==> src/common/gfb_pkg.sv <==
// constants and types shared by the group fault broadcast block
package gfb_pkg;
  // group bus message kinds
  localparam logic [1:0] GB_KIND_OPERATION = 2'h0;
  localparam logic [1:0] GB_KIND_VOUT = 2'h1;
  localparam logic [1:0] GB_KIND_FAULT = 2'h2;
  // over-temperature response encodings
  localparam logic OT_RESP_LATCHED = 1'h0;
  localparam logic OT_RESP_AUTO = 1'h1;
  localparam logic OT_RESP_RESET = OT_RESP_LATCHED;
  // field widths and positions
  localparam int GROUP_ID_W = 5;
  localparam int PM_ADDR_W = 7;
  localparam int OP_ON_BIT = 7;
  // reset values
  localparam logic CMD_ON_RESET = 1'h0;
  localparam logic [15:0] CMD_DATA_RESET = 16'h0000;
  // restart slot per sequence position
  localparam int CLK_PERIOD_NS = 10;
  localparam int SLOT_TIME_NS = 1000;
  localparam int SLOT_CYCLES =
    (SLOT_TIME_NS + CLK_PERIOD_NS - 1) / CLK_PERIOD_NS;
  // restart sequencer states
  typedef enum logic [0:0] {
    GFB_RS_IDLE = 1'b0,
    GFB_RS_WAIT = 1'b1
  } gfb_rs_state_t;
endpackage : gfb_pkg

==> src/verilog/gfb_otp.sv <==
// over-temperature monitor with latched or hysteretic response
`timescale 1ns/10ps
module gfb_otp
#(
  parameter int TW = 16
)
(
  input wire logic clock,
  input wire logic nrst,
  input wire logic clk_en,
  input wire logic [TW-1:0] t_ctrl,
  input wire logic [TW-1:0] t_ps_a,
  input wire logic [TW-1:0] t_ps_b,
  input wire logic [TW-1:0] fault_limit,
  input wire logic [TW-1:0] warn_limit,
  input wire logic resp_auto,
  input wire logic clear_faults,
  input wire logic enable_rise,
  output logic ot_off,
  output logic [TW-1:0] temp1,
  output logic [TW-1:0] temp3
);
  logic over; // any sensor above fault limit
  logic below; // all sensors under warn limit
  logic [TW-1:0] ps_max; // hotter power stage
  logic next_ot_off;
  logic [TW-1:0] next_temp1;
  logic [TW-1:0] next_temp3;

  // compare and response selection
  always_comb
  begin
    ps_max = (t_ps_a > t_ps_b) ? t_ps_a : t_ps_b;
    over = (t_ctrl > fault_limit) || (ps_max > fault_limit);
    below = (t_ctrl < warn_limit) && (ps_max < warn_limit);
    next_temp1 = t_ctrl;
    next_temp3 = ps_max;
    next_ot_off = ot_off;
    if (over)
    begin
      next_ot_off = 1'b1;
    end
    else if (resp_auto)
    begin
      if (below)
      begin
        next_ot_off = 1'b0;
      end
    end
    else if (clear_faults || enable_rise)
    begin
      next_ot_off = 1'b0;
    end
  end

  // register stage
  always_ff @(posedge clock)
  begin
    if (!nrst)
    begin
      ot_off <= 1'b0;
      temp1 <= '0;
      temp3 <= '0;
    end
    else if (clk_en)
    begin
      ot_off <= next_ot_off;
      temp1 <= next_temp1;
      temp3 <= next_temp3;
    end
  end
endmodule : gfb_otp

==> src/verilog/gfb_top.sv <==
// group broadcast, fault spreading and over-temperature supervisor
`timescale 1ns/10ps
// Contract
// - forward local operation and vout commands
// - execute accepted broadcasts as local commands
// - broadcast send and accept have enables
// - local fault shuts output and sends event
// - follow peer fault events when enabled
// - restart after spread fault by position
// - fault spreading set by both configs
// - compare three temperatures against fault limit
// - latched trip holds until clear or enable
// - auto trip resumes below warn limit
// - response selection resets to latched
// - limits and response are host programmable
// - current sharing forces latched response
// - report controller and hotter stage temperature
// - group id defaults to address low bits
module gfb_top
#(
  parameter int TW = 16,
  parameter int SLOT = gfb_pkg::SLOT_CYCLES
)
(
  input wire logic clock,
  input wire logic nrst,
  input wire logic clk_en,
  // decoded host commands
  input wire logic pm_cmd_valid,
  input wire logic pm_cmd_is_vout,
  input wire logic [15:0] pm_cmd_data,
  input wire logic clear_faults,
  // group_broadcast_config bits
  input wire logic bcast_send_en,
  input wire logic bcast_accept_en,
  input wire logic fault_send_en,
  input wire logic fault_follow_en,
  // fault_group_config bits
  input wire logic restart_en,
  input wire logic [3:0] seq_position,
  // group_id_config
  input wire logic [gfb_pkg::PM_ADDR_W-1:0] pm_addr,
  input wire logic group_id_override,
  input wire logic [gfb_pkg::GROUP_ID_W-1:0] group_id_value,
  output logic [gfb_pkg::GROUP_ID_W-1:0] group_id,
  // fault input
  input wire logic nd_fault,
  input wire logic shutdown_on_fault,
  input wire logic current_share,
  // over-temperature settings
  input wire logic [TW-1:0] ot_fault_limit,
  input wire logic [TW-1:0] ot_warn_limit,
  input wire logic ot_resp_wr,
  input wire logic ot_resp_in,
  input wire logic [TW-1:0] t_ctrl,
  input wire logic [TW-1:0] t_ps_a,
  input wire logic [TW-1:0] t_ps_b,
  output logic ot_resp_sel,
  output logic [TW-1:0] temp1,
  output logic [TW-1:0] temp3,
  // group bus message port
  output logic gb_tx_valid,
  input wire logic gb_tx_ready,
  output logic [1:0] gb_tx_kind,
  output logic [gfb_pkg::GROUP_ID_W-1:0] gb_tx_id,
  output logic [15:0] gb_tx_data,
  input wire logic gb_rx_valid,
  input wire logic [1:0] gb_rx_kind,
  input wire logic [gfb_pkg::GROUP_ID_W-1:0] gb_rx_id,
  input wire logic [15:0] gb_rx_data,
  // local execution and output state
  output logic exec_valid,
  output logic exec_is_vout,
  output logic [15:0] exec_data,
  output logic output_on,
  output logic fault_off
);
  // matches an incoming message against our rail id
  function automatic logic id_hit(
    input logic [gfb_pkg::GROUP_ID_W-1:0] a,
    input logic [gfb_pkg::GROUP_ID_W-1:0] b);
    id_hit = (a == b);
  endfunction : id_hit

  logic rx_cmd; // accepted broadcast command
  logic rx_fault; // accepted peer fault
  logic loc_fault; // local shutdown fault
  logic tx_busy_fault; // fault message still waiting
  logic do_exec; // a command executes this cycle
  logic ex_vout;
  logic [15:0] ex_data;
  logic enable_rise; // output being re-enabled
  logic ot_off; // over-temperature shutdown
  logic resp_auto_eff; // effective response
  logic cmd_on; // commanded on state
  gfb_pkg::gfb_rs_state_t rs_state;
  logic [15:0] rs_count; // restart slot countdown
  logic next_gb_tx_valid;
  logic [1:0] next_gb_tx_kind;
  logic [15:0] next_gb_tx_data;
  logic next_exec_valid;
  logic next_exec_is_vout;
  logic [15:0] next_exec_data;
  logic next_cmd_on;
  logic next_output_on;
  logic next_fault_off;
  logic next_ot_resp_sel;
  gfb_pkg::gfb_rs_state_t next_rs_state;
  logic [15:0] next_rs_count;

  // rail id and message classification
  always_comb
  begin
    group_id = group_id_override ? group_id_value :
      pm_addr[gfb_pkg::GROUP_ID_W-1:0];
    rx_cmd = gb_rx_valid && bcast_accept_en &&
      id_hit(gb_rx_id, group_id) &&
      (gb_rx_kind != gfb_pkg::GB_KIND_FAULT);
    rx_fault = gb_rx_valid && fault_follow_en &&
      id_hit(gb_rx_id, group_id) &&
      (gb_rx_kind == gfb_pkg::GB_KIND_FAULT);
    loc_fault = nd_fault && shutdown_on_fault;
    tx_busy_fault = gb_tx_valid && !gb_tx_ready &&
      (gb_tx_kind == gfb_pkg::GB_KIND_FAULT);
    resp_auto_eff = ot_resp_sel && !current_share;
  end

  // group bus transmit slot, fault first
  always_comb
  begin
    next_gb_tx_valid = gb_tx_valid && !gb_tx_ready;
    next_gb_tx_kind = gb_tx_kind;
    next_gb_tx_data = gb_tx_data;
    if (loc_fault && fault_send_en)
    begin
      next_gb_tx_valid = 1'b1;
      next_gb_tx_kind = gfb_pkg::GB_KIND_FAULT;
      next_gb_tx_data = 16'h0000;
    end
    else if (pm_cmd_valid && bcast_send_en && !tx_busy_fault)
    begin
      next_gb_tx_valid = 1'b1;
      next_gb_tx_kind = pm_cmd_is_vout ? gfb_pkg::GB_KIND_VOUT :
        gfb_pkg::GB_KIND_OPERATION;
      next_gb_tx_data = pm_cmd_data;
    end
  end

  // local command execution, host before group bus
  always_comb
  begin
    do_exec = pm_cmd_valid || rx_cmd;
    ex_vout = pm_cmd_valid ? pm_cmd_is_vout :
      (gb_rx_kind == gfb_pkg::GB_KIND_VOUT);
    ex_data = pm_cmd_valid ? pm_cmd_data : gb_rx_data;
    next_exec_valid = do_exec;
    next_exec_is_vout = do_exec ? ex_vout : exec_is_vout;
    next_exec_data = do_exec ? ex_data : exec_data;
    next_cmd_on = cmd_on;
    enable_rise = 1'b0;
    if (do_exec && !ex_vout)
    begin
      next_cmd_on = ex_data[gfb_pkg::OP_ON_BIT];
      enable_rise = ex_data[gfb_pkg::OP_ON_BIT] && !cmd_on;
    end
    next_ot_resp_sel = ot_resp_wr ? ot_resp_in : ot_resp_sel;
  end

  // fault shutdown and ordered restart
  always_comb
  begin
    next_fault_off = fault_off;
    next_rs_state = rs_state;
    next_rs_count = rs_count;
    case (rs_state)
      gfb_pkg::GFB_RS_IDLE:
      begin
        if (clear_faults || enable_rise)
        begin
          next_fault_off = 1'b0;
        end
      end
      gfb_pkg::GFB_RS_WAIT:
      begin
        if (rs_count <= 16'h0001)
        begin
          next_fault_off = 1'b0;
          next_rs_state = gfb_pkg::GFB_RS_IDLE;
        end
        else
        begin
          next_rs_count = rs_count - 16'h0001;
        end
      end
      default:
      begin
        next_rs_state = gfb_pkg::GFB_RS_IDLE;
      end
    endcase
    if (loc_fault || rx_fault)
    begin
      next_fault_off = 1'b1;
      next_rs_state = restart_en ? gfb_pkg::GFB_RS_WAIT :
        gfb_pkg::GFB_RS_IDLE;
      next_rs_count = 16'((32'(seq_position) * SLOT) + 1);
    end
    next_output_on = next_cmd_on && !next_fault_off && !ot_off;
  end

  // register stage
  always_ff @(posedge clock)
  begin
    if (!nrst)
    begin
      gb_tx_valid <= 1'b0;
      gb_tx_kind <= gfb_pkg::GB_KIND_OPERATION;
      gb_tx_data <= gfb_pkg::CMD_DATA_RESET;
      gb_tx_id <= '0;
      exec_valid <= 1'b0;
      exec_is_vout <= 1'b0;
      exec_data <= gfb_pkg::CMD_DATA_RESET;
      cmd_on <= gfb_pkg::CMD_ON_RESET;
      output_on <= 1'b0;
      fault_off <= 1'b0;
      rs_state <= gfb_pkg::GFB_RS_IDLE;
      rs_count <= 16'h0000;
      ot_resp_sel <= gfb_pkg::OT_RESP_RESET;
    end
    else if (clk_en)
    begin
      gb_tx_valid <= next_gb_tx_valid;
      gb_tx_kind <= next_gb_tx_kind;
      gb_tx_data <= next_gb_tx_data;
      gb_tx_id <= group_id;
      exec_valid <= next_exec_valid;
      exec_is_vout <= next_exec_is_vout;
      exec_data <= next_exec_data;
      cmd_on <= next_cmd_on;
      output_on <= next_output_on;
      fault_off <= next_fault_off;
      rs_state <= next_rs_state;
      rs_count <= next_rs_count;
      ot_resp_sel <= next_ot_resp_sel;
    end
  end

  // thermal monitor
  gfb_otp #(.TW(TW)) u_otp (
    .clock(clock),
    .nrst(nrst),
    .clk_en(clk_en),
    .t_ctrl(t_ctrl),
    .t_ps_a(t_ps_a),
    .t_ps_b(t_ps_b),
    .fault_limit(ot_fault_limit),
    .warn_limit(ot_warn_limit),
    .resp_auto(resp_auto_eff),
    .clear_faults(clear_faults),
    .enable_rise(enable_rise),
    .ot_off(ot_off),
    .temp1(temp1),
    .temp3(temp3)
  );
endmodule : gfb_top

==> config.mk <==
export PLATFORM = sky130hd
export DESIGN_NAME = gfb_top
export DESIGN_NICKNAME = d
export VERILOG_FILES = /design/src/common/gfb_pkg.sv /design/src/verilog/gfb_otp.sv /design/src/verilog/gfb_top.sv
export SDC_FILE = /design/constraint.sdc
export NUM_CORES = 1
export LEC_CHECK = 0
export ABC_AREA = 1
export BUFFER_PORTS_ARGS = -buffer_cell sky130_fd_sc_hd__buf_2
export CORE_ASPECT_RATIO = 1.1
export CORE_MARGIN = 3
export CORE_UTILIZATION = 51
export DETAILED_ROUTE_END_ITERATION = 8
export PLACE_DENSITY = 0.79
export SYNTH_ARGS = -nofsm -noshare
export SYNTH_HDL_FRONTEND = slang
export SYNTH_SLANG_ARGS = --single-unit
==> constraint.sdc <==
create_clock -name clock -period 3.9 [get_ports clock]
set_input_delay 0.195 -clock clock [delete_from_list [all_inputs] [get_ports clock]]
set_output_delay 0.195 -clock clock [all_outputs]
set_load 0.1 [all_outputs]
Word level (Yosys, flattened, before mapping) --
Index checks and enable logic that the tools add are counted.
Storage, ports and cells: bits in read-only memories 0, memory bits (writable) 0, latch bits 0, output and inout bits 82, flip-flop bits (word level) 96, memories 0, bits of input ports 154, word-level logic and storage cells 98
Cells by class: div/mod/pow operators 0, shift-type cells 0, mux-type cells 28, reduce and logical (&&, ||, !) cells 37, bitwise operators 1, multipliers 1, add/sub/neg operators 2, $lt $le $gt $ge 6, equal/unequal tests 7
Operator list (number):
- two-way mux 16 bit | 7
- greater-than comparator 16 bit | 3
- < comparator 16 bit | 2
- logical AND 1 bit | 18
- two-way mux 1 bit | 17
- <= comparator 16 x 1 -> 1 bit, second input constant | 1
- subtractor 16 x 1 -> 16 bit, second input constant | 1
- adder 11 x 1 -> 12 bit, second input constant | 1
- multiplier 4 x 5 -> 9 bit, second input constant | 1
- zero test 1 bit | 7
- AND reduction 2 bit | 3
- AND reduction 3 bit | 2
- == test 5 bit | 1
- two-way mux 5 bit | 1
- == test 2 bit, second input constant | 2
- logical OR 1 bit | 4
- two-way mux 2 bit | 2
- nonzero test 2 bit | 2
- != test 3 x 1 -> 1 bit, second input constant | 1
- nonzero test 3 bit | 1
- == test 2 x 1 -> 1 bit, second input constant | 1
- != test 2 x 1 -> 1 bit, second input constant | 1
- != test 2 bit, second input constant | 1
- case mux 1 bit (2 select lines) | 1
- inverter 1 bit | 1

Longest topological paths before layout --
word-level depth 14, depth in mapped cells 30, depth with buffers taken out 29

By module --
From an unflattened synthesis, not the netlist that was laid out.
Second synthesis, totals: cell total of the unflattened synthesis 970, area total of the unflattened synthesis 6653.9 sq um
Modules (own cells, without submodules):
- gfb_top | instances 1, cells each 493, area an instance 3423.3 sq um, sequential area each 1261.2 sq um
- gfb_otp | instances 1, cells each 477, area an instance 3230.6 sq um, sequential area each 660.6 sq um

Least setup slack after synthesis --
OpenSTA, ideal clock, no wires.
path kind input to register, start point input port t_ps_b[15], end point register u_otp.ot_off, library setup time 70 ps, required time 3830 ps, cell stages on the path 22, arrival 2806 ps, slack 1023 ps, buffers on the path 1, path through inv_1 > ha_1 > nand2_1 > nor3_1 > nand3_1 > nand2_1 > clkbuf_1 > nor2_1 > a21oi_1 > ha_1 > a21oi_1 > nor2_1 > a211oi_1 > o221a_2 > nand2_1 > nand2_1 > nand2_1 > a21oi_1 > nand2_1 > nand2_1 > nand2_1 > a21oi_1
Between the ends: word-level cells in the longest chain between the ends 6, elaborated cells on any way between the ends 10, classes of those cells 3 x order compare; 1 x eq/ne; 2 x mux; 4 x reduce/logical
Ends and longest elaborated chain:
- from (decl) | line gfb_top.sv:57 | input wire logic [TW-1:0] t_ps_b,
- greater-than comparator 16 bit (*) | line gfb_otp.sv:33 | ps_max = (t_ps_a > t_ps_b) ? t_ps_a : t_ps_b;
- two-way mux 16 bit (*) | line gfb_otp.sv:33
- net u_otp.next_temp3[9] | line gfb_otp.sv:28 | logic [TW-1:0] next_temp3;
- < comparator 16 bit / greater-than comparator 16 bit (equally long branches) | line gfb_otp.sv:35, gfb_otp.sv:34
- logical AND 1 bit / logical OR 1 bit (equally long branches) | line gfb_otp.sv:35, gfb_otp.sv:34
- != test 3 x 1 -> 1 bit (no line) / nonzero test 3 bit (equally long branches)
- AND reduction 3 bit (no line)
- to (signal assigned) | line gfb_otp.sv:67 | ot_off <= next_ot_off;
- to (decl) | line gfb_otp.sv:19 | output logic ot_off,
Mark *: on every way through the listed nets, which the timed path passes. The rest lies on a longest branch. A chain may end at the register's enable or synchronous reset.

Worst setup path in the final report --
start point input port t_ps_b[11], end point register u_otp.ot_off
Same word-level chain as after synthesis.

==> flow_metrics.env <==
export IMPL_grtUsageTotal=0.256
export IMPL_cts_resized=0
export IMPL_reg2reg_from="gb_tx_valid$_SDFFE_PN0P_"
export IMPL_dieArea_um2=14000
export IMPL_grt_pass1_wl_um=29100
export IMPL_path_cells="buf_2, inv_1, ha_1, nand4_1, nor3_1, nand3_1, nand2_1, buf_4, nor2_1, a21oi_1, ha_1, a21oi_1, nor2_1, a211oi_1, o221a_2, nand2_1, nand2_1, nand2_1, a21oi_1, nand2_1, nand2_1, nand2_1, a21oi_1"
export IMPL_start_util=0.527
export IMPL_worstReg2RegEnd="gb_tx_kind[0]$_SDFFE_PN0P_"
export IMPL_worst_pin_slew_ns=0.866
export IMPL_drive_gt1_frac=0.239
export IMPL_synth_avg_cell_area_um2=6.90
export IMPL_placed_cells=1292
export IMPL_syn_instance_count=932
export IMPL_viasPerCell=5.16
export IMPL_drtPass1Iterations=5
export IMPL_die_w_um=113
export IMPL_maxCapViolCount=0
export IMPL_syn_nets=1176
export IMPL_yosysTopAreaCellShare=0.299
export IMPL_end_kind="register"
export IMPL_max_freq_mhz=324
export IMPL_drt_iter0_markers=389
export IMPL_yosysSeqAreaShare=0.299
export IMPL_wl_per_cell_um=14.1
export IMPL_maxSlewHeadroom=0.422
export IMPL_yosys_warnings=0
export IMPL_yosys_area_top_type="dfxtp_1"
export IMPL_place_congestion=0.901
export IMPL_ir_drop_mv=0.269
export IMPL_num_antenna_cells=0
export IMPL_leakage_nw=4.38
export IMPL_finalMaxSlewViolations=0
export IMPL_regToRegSetupSlack_ns=1.74
export IMPL_syn_to_final_growth_pct=24.4
export IMPL_setup_tns_ns=0
export IMPL_grt_max_degree=47
export IMPL_n_fill_cell=1174
export IMPL_path_class="input pin to register"
export IMPL_ys_flop_type="dfxtp_1"
export IMPL_outcome="finished clean"
export IMPL_min_period_ns=3.09
export IMPL_io_pins=236
export IMPL_synth_common_cells="nand2_1, nor2_1, inv_1, dfxtp_1, ha_1"
export IMPL_hp_start="gb_rx_data[2]"
export IMPL_grt_antenna_before_repair=1
export IMPL_num_vias=6745
export IMPL_rows=42
export IMPL_htree_levels=3
export IMPL_wl_um=18500
export IMPL_cp_num_buf_inv=3
export IMPL_post_synth_top_count_cell="nand2_1"
export IMPL_cts_sinks=96
export IMPL_cts_made_buffers=9
export IMPL_setup_viol=0
export IMPL_ys_top_cells_by_area="dfxtp_1, ha_1, nand2_1, nor2_1, inv_1"
export IMPL_cts_setup_buffers=0
export IMPL_netlist_area_um2=6430
export IMPL_drt_antenna_violating_nets=0
export IMPL_tritoncts="yes"
export IMPL_synth_async_reset_ratio=0
export IMPL_reg2reg_depth=8
export IMPL_critPathLaunchType="input pin"
export IMPL_crit_arrival_ns=3.36
export IMPL_crit_path_frequent_cell="nand2_1"
export IMPL_cts_root_buf="clkbuf_16"
export IMPL_finalHoldViolations=0
export IMPL_worstHoldEndpoint="exec_data[2]$_SDFFE_PN0P_"
export IMPL_finalCritPeriodShare=0.792
export IMPL_grt_overflow_total=0
export IMPL_nets=1393
export IMPL_ctsLongestPathBuffers=2
export IMPL_hold_depth=3
export IMPL_rsz0062_at_grt="no"
export IMPL_core_area_um2=12200
export IMPL_drc=0
export IMPL_hold_class="input pin to register"
export IMPL_clk_latency_ns=0.35
export IMPL_grt_pass1_vias=6032
export IMPL_dp_hpwl_um=14600
export IMPL_cts_hold_buffers=0
export IMPL_clk_pin_slew_ns=0.08
export IMPL_synth_cell_types=42
export IMPL_ys_ff_latch=96
export IMPL_cpMaxStageDelayCell="ha_1"
export IMPL_skew_ns=0.00776
export IMPL_numPortBuffers=233
export IMPL_powerDensity_nw_per_um2=393
export IMPL_synth_edf_count=0
export IMPL_slowest_delay_ns=0.31
export IMPL_final_cells=1308
export IMPL_cp_top_family="simple AND/OR/NAND/NOR gates"
export IMPL_die_h_um=124
export IMPL_required_ns=4.17
export IMPL_path_max_fanout=20
==> where the power goes <==
group          internal (mW)  switching, mW
registers               1.05         0.0381
clock network          0.468          0.429
logic                  0.315          0.847
==> cells by family (layout without fill, tap and decap cells) <==
| kind of cell | count (synthesis) | count (layout) | synth area share |
|---|---|---|---|
| AOI/OAI and AO/OA | 206 | 206 | 0.176 |
| DFF | 96 | 96 | 0.299 |
| xor gates and xnor gates | 13 | 13 | 0.0177 |
| adders and majority gates | 90 | 90 | 0.176 |
| buffers and inverters | 156 | 378 | 0.0940 |
| and+or+nand+nor | 371 | 371 | 0.237 |
==> per-layer routing <==
layer	wire length [um]	up-vias	global-route usage
li1	-	3514	-
met1	7750	3000	0.322
met2	9210	198	0.447
met3	1140	31	0.0486
met4	399	2	0.0796
met5	13	-	0
==> state kept, by name, summed over array words and instances, names as in the netlist, 2 cells and up <==
register	flops
exec_data	16
gb_tx_data	16
rs_count	16
u_otp.temp1	16
u_otp.temp3	16
gb_tx_id	5
gb_tx_kind	2
==> area by class of cell <==
| class | count | area [um^2] | share of cell area |
|---|---|---|---|
| Multi-Input combinational cell | 680 | 3900 | 0.488 |
| Tap cell | 154 | 193 | 0.0241 |
| Clock inverter | 6 | 62.6 | 0.00782 |
| Clock buffer | 10 | 239 | 0.0299 |
| Timing Repair Buffer | 240 | 1220 | 0.152 |
| Sequential cell | 96 | 1920 | 0.240 |
| Inverter | 122 | 459 | 0.0574 |
==> worst max path at each step <==
stage | endpoint | slack (ns) | cells past startpoint | startpoint
2_1_floorplan | u_otp.ot_off$_SDFFE_PN0P_ | 1.02 | 22 | t_ps_b[15]
3_3_place_gp | u_otp.ot_off$_SDFFE_PN0P_ | 0.57 | 23 | t_ps_b[11]
3_5_place_dp | u_otp.ot_off$_SDFFE_PN0P_ | 0.48 | 23 | t_ps_b[11]
4_1_cts | u_otp.ot_off$_SDFFE_PN0P_ | 0.82 | 23 | t_ps_b[11]
5_1_grt | u_otp.ot_off$_SDFFE_PN0P_ | 0.43 | 23 | t_ps_b[15]
6_report | u_otp.ot_off$_SDFFE_PN0P_ | 0.81 | 23 | t_ps_b[11]
==> worst min-delay path, cell delays in order <==
cell and delay (ns):
buf_2 0.09, nand2_1 0.05, a31oi_1 0.07
==> stage by stage <==
step	hold WS, ns	instance area [um^2]	power [mW]	setup slack (ns)	utilization
3_5_place_dp	0.454	7700	2.26	0.480	0.631
5_1_grt	0.111	8000	3.31	0.430	0.656
2_1_floorplan	0.330	6430	1.99	1.02	-
6_report	0.0986	8000	3.14	0.810	0.656
4_1_cts	0.0939	8000	3.16	0.819	0.656
3_3_place_gp	0.445	7700	2.24	0.566	0.631
==> cells in the final DEF, fill, tap and decap left out, types with 2 or more instances in the layout <==
cell type	netlist	layout
nand2_1	174	174
inv_6	0	2
xnor2_1	6	6
nand2_2	4	4
a31oi_1	22	22
clkinv_4	0	2
a21oi_1	79	79
clkbuf_16	0	9
o21a_1	2	2
nor2_1	129	129
xor2_1	7	7
buf_2	2	233
inv_1	114	114
o211ai_1	5	5
clkinv_1	2	2
a31o_2	2	2
a211oi_1	4	4
o21ai_0	78	78
nor2_2	2	2
dfxtp_1	96	96
o2111ai_1	2	2
buf_4	0	7
o21ai_1	4	4
nor3_1	12	12
nand4_1	12	12
o221ai_1	2	2
nand3_1	32	32
ha_1	89	89
inv_2	5	5
(Power assumes the default switching activity.)
